[config.mk]
export PLATFORM = sky130hd
export DESIGN_NAME = eprom_host
export DESIGN_NICKNAME = d
export VERILOG_FILES = /design/src/shared/eprom_host_pkg.sv /design/src/rtl/cycle_timer.sv /design/src/rtl/eprom_host.sv
export SDC_FILE = /design/constraint.sdc
export NUM_CORES = 1
export LEC_CHECK = 0
export ABC_CLOCK_PERIOD_IN_PS = 4700
export BUFFER_PORTS_ARGS = -buffer_cell sky130_fd_sc_hd__buf_2
export CAP_MARGIN = 10
export CORE_UTILIZATION = 35
export CTS_CLUSTER_SIZE = 28
export DETAILED_ROUTE_END_ITERATION = 10
export SYNTH_ARGS = -nofsm -noshare
export SYNTH_HDL_FRONTEND = slang
export SYNTH_HIERARCHICAL = 1
export SYNTH_SLANG_ARGS = --single-unit
[constraint.sdc]
create_clock -name clk_sys -period 4.7 [get_ports clk_sys]
set_input_delay 0.235 -clock clk_sys [delete_from_list [all_inputs] [get_ports clk_sys]]
set_output_delay 0.235 -clock clk_sys [all_outputs]
set_load 0.03 [all_outputs]
[src/shared/eprom_host_pkg.sv]
// Purpose: Constants shared by the memory programmer controller.
// Assumes: 100 MHz system clock.
// Notes: Times are kept in their own unit; cycle counts derive from them.
package eprom_host_pkg;
  localparam int CLK_PERIOD_NS = 10;
  localparam int ADDR_W = 15;
  localparam int DATA_W = 8;
  localparam int TIMER_W = 16;
  // Address, data and supply setup before and hold after a pulse
  localparam int SETUP_US = 2;
  localparam int SETUP_CYCLES = (SETUP_US * 1000 + CLK_PERIOD_NS - 1) / CLK_PERIOD_NS;
  // Default program pulse width
  localparam int PULSE_US = 100;
  localparam int PULSE_CYCLES = (PULSE_US * 1000 + CLK_PERIOD_NS - 1) / CLK_PERIOD_NS;
  // Default worst access delay of the slowest part
  localparam int ACCESS_NS = 250;
  // Output float time after the gate rises
  localparam int FLOAT_NS = 130;
  localparam int FLOAT_CYCLES = (FLOAT_NS + CLK_PERIOD_NS - 1) / CLK_PERIOD_NS;
  // Depth of the data input synchroniser
  localparam int SYNC_STAGES = 2;
  // Command codes
  localparam logic [1:0] OP_READ = 2'h0;
  localparam logic [1:0] OP_PROGRAM = 2'h1;
  localparam logic [1:0] OP_PROGRAM_SHARED = 2'h2;
  localparam logic [1:0] OP_IDENTIFY = 2'h3;
endpackage

[src/rtl/cycle_timer.sv]
// Purpose: Down counter timing each phase of a pin sequence.
// Assumes: Load value is the phase length minus one.
// Notes: done is high while the count is zero.
`timescale 1ns/1ps
`default_nettype none
module cycle_timer #(
  parameter int WIDTH = 16
) (
  input wire logic clk_sys,
  input wire logic rst,
  input wire logic load,
  input wire logic [WIDTH-1:0] load_value,
  output logic done
);
  logic [WIDTH-1:0] count;

  // Load wins over the running count
  always_ff @(posedge clk_sys)
  begin
    if (rst)
      count <= '0;
    else if (load)
      count <= load_value;
    else if (count != '0)
      count <= count - 1'b1;
  end

  assign done = (count == '0);
endmodule
`default_nettype wire

[src/rtl/eprom_host.sv]
// Purpose: Programmer end driving a byte-wide programmable ROM by its pins.
// Assumes: Supply enables switch external regulators; data_in is asynchronous.
// Notes: One command at a time; response returns after the pins are idle.
`timescale 1ns/1ps
`default_nettype none
// How it works
// - Program with supply high, select low, gate high
// - Select low pulse at supply programs byte
// - Programmer verifies every programmed byte
// - Shared bus: lower supply, verify by read
// - Identifier entry: high voltage, both enables low
// - Identifier readout keeps other addresses low
// - Gate only with host released, no contention; standard verify gates with select high
module eprom_host #(
  parameter int PULSE_CYCLES = eprom_host_pkg::PULSE_CYCLES,
  parameter int ACCESS_NS = eprom_host_pkg::ACCESS_NS
) (
  input wire logic clk_sys,
  input wire logic rst,
  input wire logic cmd_valid,
  output logic cmd_ready,
  input wire logic [1:0] cmd_op,
  input wire logic [eprom_host_pkg::ADDR_W-1:0] cmd_addr,
  input wire logic [eprom_host_pkg::DATA_W-1:0] cmd_data,
  output logic rsp_valid,
  output logic [eprom_host_pkg::DATA_W-1:0] rsp_data,
  output logic rsp_match,
  output logic [eprom_host_pkg::ADDR_W-1:0] dev_addr,
  output logic device_select_n,
  output logic output_gate_n,
  output logic [eprom_host_pkg::DATA_W-1:0] data_out,
  output logic data_oe_n,
  input wire logic [eprom_host_pkg::DATA_W-1:0] data_in,
  output logic program_supply_en,
  output logic core_supply_high_en,
  output logic id_high_voltage_en
);
  localparam int ACCESS_CYCLES = (ACCESS_NS + eprom_host_pkg::CLK_PERIOD_NS - 1)
    / eprom_host_pkg::CLK_PERIOD_NS + eprom_host_pkg::SYNC_STAGES;
  localparam int TW = eprom_host_pkg::TIMER_W;

  // Refuse phase lengths the timer cannot hold
  if (PULSE_CYCLES < 1 || PULSE_CYCLES >= (1 << TW))
    $error("PULSE_CYCLES out of range");
  if (ACCESS_CYCLES >= (1 << TW))
    $error("ACCESS_NS out of range");

  typedef enum {ST_IDLE, ST_SETUP, ST_PULSE, ST_HOLD, ST_SETTLE, ST_ACCESS, ST_SAMPLE,
    ST_FLOAT} state_t;

  state_t state;
  state_t next_state;
  logic [1:0] op;
  logic [eprom_host_pkg::DATA_W-1:0] wdata;
  logic [eprom_host_pkg::DATA_W-1:0] data_meta;
  logic [eprom_host_pkg::DATA_W-1:0] data_sync;
  logic [eprom_host_pkg::DATA_W-1:0] captured;
  logic tmr_load;
  logic [TW-1:0] tmr_value;
  logic tmr_done;
  logic is_prog;
  logic take;

  assign is_prog = (op == eprom_host_pkg::OP_PROGRAM) || (op == eprom_host_pkg::OP_PROGRAM_SHARED);
  assign take = cmd_valid && cmd_ready;

  cycle_timer #(
    .WIDTH(TW)
  ) u_timer (
    .clk_sys(clk_sys),
    .rst(rst),
    .load(tmr_load),
    .load_value(tmr_value),
    .done(tmr_done)
  );

  // Two-stage synchroniser for the device data pins
  always_ff @(posedge clk_sys)
  begin
    if (rst)
    begin
      data_meta <= '0;
      data_sync <= '0;
    end
    else
    begin
      data_meta <= data_in;
      data_sync <= data_meta;
    end
  end

  // Phase sequencing and timer loads
  always_comb
  begin
    next_state = state;
    tmr_load = 1'b0;
    tmr_value = '0;
    case (state)
      ST_IDLE:
        if (take)
        begin
          next_state = ST_SETUP;
          tmr_load = 1'b1;
          tmr_value = TW'(eprom_host_pkg::SETUP_CYCLES - 1);
        end
      ST_SETUP:
        if (tmr_done)
        begin
          tmr_load = 1'b1;
          if (is_prog)
          begin
            next_state = ST_PULSE;
            tmr_value = TW'(PULSE_CYCLES - 1);
          end
          else
          begin
            next_state = ST_ACCESS;
            tmr_value = TW'(ACCESS_CYCLES - 1);
          end
        end
      ST_PULSE:
        if (tmr_done)
        begin
          next_state = ST_HOLD;
          tmr_load = 1'b1;
          tmr_value = TW'(eprom_host_pkg::SETUP_CYCLES - 1);
        end
      ST_HOLD:
        if (tmr_done)
        begin
          next_state = ST_SETTLE;
          tmr_load = 1'b1;
          tmr_value = TW'(eprom_host_pkg::SETUP_CYCLES - 1);
        end
      ST_SETTLE:
        if (tmr_done)
        begin
          next_state = ST_ACCESS;
          tmr_load = 1'b1;
          tmr_value = TW'(ACCESS_CYCLES - 1);
        end
      ST_ACCESS:
        if (tmr_done)
          next_state = ST_SAMPLE;
      ST_SAMPLE:
      begin
        next_state = ST_FLOAT;
        tmr_load = 1'b1;
        tmr_value = TW'(eprom_host_pkg::FLOAT_CYCLES - 1);
      end
      ST_FLOAT:
        if (tmr_done)
          next_state = ST_IDLE;
      default:
        next_state = ST_IDLE;
    endcase
  end

  // State register
  always_ff @(posedge clk_sys)
  begin
    if (rst)
      state <= ST_IDLE;
    else
      state <= next_state;
  end

  // Command capture and address pins
  always_ff @(posedge clk_sys)
  begin
    if (rst)
    begin
      op <= eprom_host_pkg::OP_READ;
      wdata <= '0;
      dev_addr <= '0;
    end
    else if (take)
    begin
      op <= cmd_op;
      wdata <= cmd_data;
      if (cmd_op == eprom_host_pkg::OP_IDENTIFY)
        dev_addr <= {{(eprom_host_pkg::ADDR_W-1){1'b0}}, cmd_addr[0]};
      else
        dev_addr <= cmd_addr;
    end
  end

  // Enable pins follow the phase being entered
  always_ff @(posedge clk_sys)
  begin
    if (rst)
    begin
      device_select_n <= 1'b1;
      output_gate_n <= 1'b1;
    end
    else
    begin
      // Pulse programs; standard verify keeps select high
      device_select_n <= !((next_state == ST_PULSE)
        || ((next_state == ST_ACCESS || next_state == ST_SAMPLE)
        && op != eprom_host_pkg::OP_PROGRAM));
      // Gate only during the read window, never while driving
      output_gate_n <= !(next_state == ST_ACCESS || next_state == ST_SAMPLE);
    end
  end

  // Data drive during setup, pulse and hold
  always_ff @(posedge clk_sys)
  begin
    if (rst)
    begin
      data_out <= '0;
      data_oe_n <= 1'b1;
    end
    else
    begin
      data_out <= wdata;
      data_oe_n <= !(is_prog && (next_state == ST_SETUP || next_state == ST_PULSE
        || next_state == ST_HOLD));
      if (take)
        data_out <= cmd_data;
      if (take)
        data_oe_n <= !(cmd_op == eprom_host_pkg::OP_PROGRAM
          || cmd_op == eprom_host_pkg::OP_PROGRAM_SHARED);
    end
  end

  // Supply and identifier voltage switches
  always_ff @(posedge clk_sys)
  begin
    if (rst)
    begin
      program_supply_en <= 1'b0;
      core_supply_high_en <= 1'b0;
      id_high_voltage_en <= 1'b0;
    end
    else if (take)
    begin
      program_supply_en <= (cmd_op == eprom_host_pkg::OP_PROGRAM)
        || (cmd_op == eprom_host_pkg::OP_PROGRAM_SHARED);
      core_supply_high_en <= (cmd_op == eprom_host_pkg::OP_PROGRAM)
        || (cmd_op == eprom_host_pkg::OP_PROGRAM_SHARED);
      id_high_voltage_en <= (cmd_op == eprom_host_pkg::OP_IDENTIFY);
    end
    else if (next_state == ST_IDLE)
    begin
      program_supply_en <= 1'b0;
      core_supply_high_en <= 1'b0;
      id_high_voltage_en <= 1'b0;
    end
    else if (next_state == ST_SETTLE && op == eprom_host_pkg::OP_PROGRAM_SHARED)
      program_supply_en <= 1'b0;
  end

  // Handshake and response
  always_ff @(posedge clk_sys)
  begin
    if (rst)
    begin
      cmd_ready <= 1'b0;
      rsp_valid <= 1'b0;
      rsp_data <= '0;
      rsp_match <= 1'b0;
      captured <= '0;
    end
    else
    begin
      cmd_ready <= (next_state == ST_IDLE) && !take;
      rsp_valid <= (state == ST_FLOAT) && (next_state == ST_IDLE);
      if (state == ST_SAMPLE)
        captured <= data_sync;
      if ((state == ST_FLOAT) && (next_state == ST_IDLE))
      begin
        rsp_data <= captured;
        rsp_match <= !is_prog || (captured == wdata);
      end
    end
  end

  AST_PROG_GATE_HIGH: assert property (@(posedge clk_sys) disable iff (rst)
    !data_oe_n |-> output_gate_n && program_supply_en)
    else $error("Data driven while gate low or supply off");
  AST_PULSE_HELD: assert property (@(posedge clk_sys) disable iff (rst)
    $fell(device_select_n) && program_supply_en && !data_oe_n |-> !device_select_n[*8])
    else $error("Program pulse too short");
  AST_PULSE_DATA: assert property (@(posedge clk_sys) disable iff (rst)
    !device_select_n && !data_oe_n |=> !data_oe_n && $stable(data_out))
    else $error("Data changed during program pulse");
  AST_VERIFY_FOLLOWS: assert property (@(posedge clk_sys) disable iff (rst)
    $rose(device_select_n) && !data_oe_n |-> ##[400:1000] !output_gate_n)
    else $error("No verify read after program pulse");
  AST_SHARED_READ: assert property (@(posedge clk_sys) disable iff (rst)
    !output_gate_n && core_supply_high_en && !device_select_n |-> !program_supply_en)
    else $error("Shared verify with supply at programming level");
  AST_ID_ENABLES: assert property (@(posedge clk_sys) disable iff (rst)
    id_high_voltage_en && !output_gate_n |-> !device_select_n)
    else $error("Identifier read without both enables low");
  AST_ID_ADDR: assert property (@(posedge clk_sys) disable iff (rst)
    id_high_voltage_en |-> dev_addr[eprom_host_pkg::ADDR_W-1:1] == '0)
    else $error("Identifier readout with upper address set");
  AST_NO_CONTENTION: assert property (@(posedge clk_sys) disable iff (rst)
    !output_gate_n |-> data_oe_n && (device_select_n == (op == eprom_host_pkg::OP_PROGRAM)))
    else $error("Gate low while host drives or select wrong");
  // Ready stands with the response; a waiting command may be taken in the same cycle
  AST_RSP_PULSE: assert property (@(posedge clk_sys) disable iff (rst)
    rsp_valid |-> cmd_ready ##1 !rsp_valid)
    else $error("Response not a single pulse");
endmodule
`default_nettype wire

==> impl_results.md <==
- Area share of the largest cell type after synthesis: 0.528
- Critical R2R Capture: u_timer/count[13]$_SDFFE_PP0P_
- XOR/XNOR Fraction of Synth Area: 0.0385
- Final Cycle Share: 0.821
- Status: completed
- Antenna cells: 0
- Lkg Pwr: 2.33 nW
- Worst Tran Pin Value: 1.08 ns
- Hold endpoint: data_meta[1]$_SDFF_PP0_
- Post-Synth Simple-Gate Area: 0.208
- Resized Gates After CTS: 0
- Reg clk slew, reported paths: 0.06 ns
- Clock H-tree levels: 4
- Unrepaired setup endpoints after global routing: no
- Critical Path Source Type: register
- Vias per cell: 4.81
- Initial antenna violation count: 0
- Cell row count: 40
- Adder-Cell Fraction of Synth Area: 0.0116
- Cell Area, Synth: 0.00432 mm²
- Fill count: 1,178
- HPWL Detailed: 6140 µm
- Antenna viol nets, final: 0
- Type of the tightest min-delay check: input port to register
- Die height: 113 µm
- Core Footprint: 0.0120 mm²
- Worst r2r src: u_timer/count[0]$_SDFFE_PP0P_
- Vias: 3,402
- Top post-synthesis cells by area: dfxtp_1, nand2_1, mux2i_1
- Post-CTS Hold Buffers: 0
- Clock tree buffer depth: 2
- Largest net degree at the start of global routing: 65
- Number of CTS-inserted buffers: 17
- Setup Crit Path Kind: register to register
- Drt wl/cell: 12.5 µm
- Clk_lat worst skew: 0.41 ns
- VDD IR max: 0.412 mV
- Critical path endpoint category: register
- DRT Pass-1 Iters: 4
- Largest family of logic cells by synthesized area: simple AND/OR/NAND/NOR gates
- CP max FO: 15
- Post-synthesis compound-gate area fraction: 0.139
- Top cell type by total area after synthesis: dfxtp_1
- Port-buffer cells: 75
- First-pass GRT wire length: 14,800 µm
- Die W: 113 µm
- GRT Util Overall: 0.148
- Most frequent cells in the layout: dfxtp_1, buf_2, nand2_1, nor2_1, conb_1
- Worst Skew: 0.0167 ns
- Ys async rst share: 0
- Final hold viol count: 0
- Seq/Total Area, Yosys: 0.528
- R2R setup slack: 0.84 ns
- Post-route DRC: 0
- Synth Instances: 433
- Final TNS setup: 0 ns
- Hold depth: 2
- Starting Density: 0.360
- Post-CTS setup buffer count: 0
- Distinct cells, synth: 68
- Gpl congestion: 0.810
- Worst endpoint required time: 5.02 ns
- Final Max Tran Viols: 0
- Total wire length: 8830 µm
- Syn Area/Cell: 9.98 µm²
- Power per cell area: 509 mW/mm²
- IO Pins: 76
- Area grow syn2layout: 28.5%
- Setup violations, final: 0
- Final Critical Period: 3.86 ns
- Vias in the first global route: 3,177
- HP Start: data_in[1]
- Global route overflow: 0
- Share of layout cells above drive strength 1: 0.238
- Total Power: 0.00283 W
- Fin nets: 587
- Starting DRC count in detailed routing: 145
- R2R depth: 15
- Commonest non-fill, non-tap cell in the layout: dfxtp_1
- Root Driver: clkbuf_16
- Post-synth EDFFs: 0
- Ys flop type: dfxtp_1
- CTS tree: built
- Slew headroom: 0.271
- DIE AREA: 0.0128 mm²
- CTS Sinks: 114
- Crit path DAT: 4.18 ns
- Synth warn: 6
- MaxCap Viol Count: 0
- Multiplexer share of the synthesized area: 0.0371
- FMAX: 0.259 GHz
- Seq cells post-synth: 114
==> area by class of cell <==
class                   instances  area, µm²  share of cell area
flip-flops and latches        114       2280               0.411
multi-input cells             322       2020               0.364
clock buffers                  18        439              0.0791
repair buffers                 81        420              0.0757
well taps                     147        184              0.0331
clock inverters                14        168              0.0302
inverters                      11       41.3             0.00743
==> flip-flops by register name, indices dropped and copies added (netlist names) <==
name / count
id_high_voltage_en: 1
data_oe_n: 1
dev_addr: 15
data_meta: 8
state: 32
program_supply_en: 1
u_timer/count: 16
data_out: 8
device_select_n: 1
data_sync: 8
rsp_data: 8
rsp_match: 1
op: 2
cmd_ready: 1
output_gate_n: 1
captured: 8
core_supply_high_en: 1
rsp_valid: 1
==> worst max path at each step <==
stage | startpoint | endpoint | slack, ns | cells past startpoint
after global routing | u_timer/count[0]$_SDFFE_PP0P_ | u_timer/count[13]$_SDFFE_PP0P_ | 0.56 | 15
after CTS | u_timer/count[0]$_SDFFE_PP0P_ | u_timer/count[13]$_SDFFE_PP0P_ | 0.89 | 15
after detailed placement | u_timer/count[0]$_SDFFE_PP0P_ | u_timer/count[13]$_SDFFE_PP0P_ | 0.91 | 15
after global placement | u_timer/count[0]$_SDFFE_PP0P_ | u_timer/count[13]$_SDFFE_PP0P_ | 1.06 | 15
after floorplan | u_timer/count[0]$_SDFFE_PP0P_ | u_timer/count[13]$_SDFFE_PP0P_ | 0.96 | 15
final | u_timer/count[0]$_SDFFE_PP0P_ | u_timer/count[13]$_SDFFE_PP0P_ | 0.84 | 15
==> Yosys cell counts (3+ instances only) <==
library cell    n
dfxtp_1       114
nand2_1        43
nor2_1         37
a21oi_1        22
nor2b_1        20
mux2i_1        16
a22o_1         14
nor3_1         13
clkbuf_1       12
nor4_1         12
inv_1          10
xnor2_1        10
o21ai_0         9
xor2_1          9
nand3_1         6
o21ai_1         5
ha_1            4
nand4_1         4
o31ai_1         4
buf_4           3
buf_6           3
o221ai_1        3
or3_1           3
==> power by group <==
group / internal, W / switching (W) / total, W
sequential: 0.00103 / 0.0000503 / 0.00108
clock: 0.000812 / 0.000484 / 0.00130
combinational: 0.000196 / 0.000248 / 0.000444
total: 0.00204 / 0.000783 / 0.00283
==> through the flow <==
step	worst slack (ns)	cells	util	area [µm²]	hold slack (ns)
CTS	0.894	707	0.462	5550	0.0161
global placement	1.06	675	0.412	4950	0.421
finish	0.843	707	0.462	5550	0.0304
detailed placement	0.914	675	0.412	4950	0.421
floorplan	0.964	469	-	4460	0.361
global route	0.563	707	0.462	5550	0.0218
==> critical path: stages (launching register included) <==
cell	delay, ns
dfxtp_1	0.33
inv_1	0.07
ha_1	0.18
or3b_2	0.52
or4_4	0.58
nor2_1	0.11
buf_4	0.18
nor2_1	0.06
o21ai_0	0.15
o21ai_0	0.10
a311oi_1	0.27
buf_4	0.24
nor2b_1	0.41
nand2_1	0.15
a31o_2	0.28
nor3_1	0.13
==> logic make-up after synthesis <==
group                    after synthesis
adder cells (fa/ha/maj)                4
flip-flops                           114
XOR/XNOR                              19
buffers and inverters                 33
multiplexers                          16
AO/OA/AOI/OAI                         82
AND/OR/NAND/NOR                      164
other                                  1
==> layer usage <==
metal  part of all wire  GRT usage
met5                  0          0
met4              0.012     0.0509
met2               0.47      0.234
met3              0.053     0.0589
met1               0.47      0.184
Note: power is estimated with default switching activity, not from simulation.
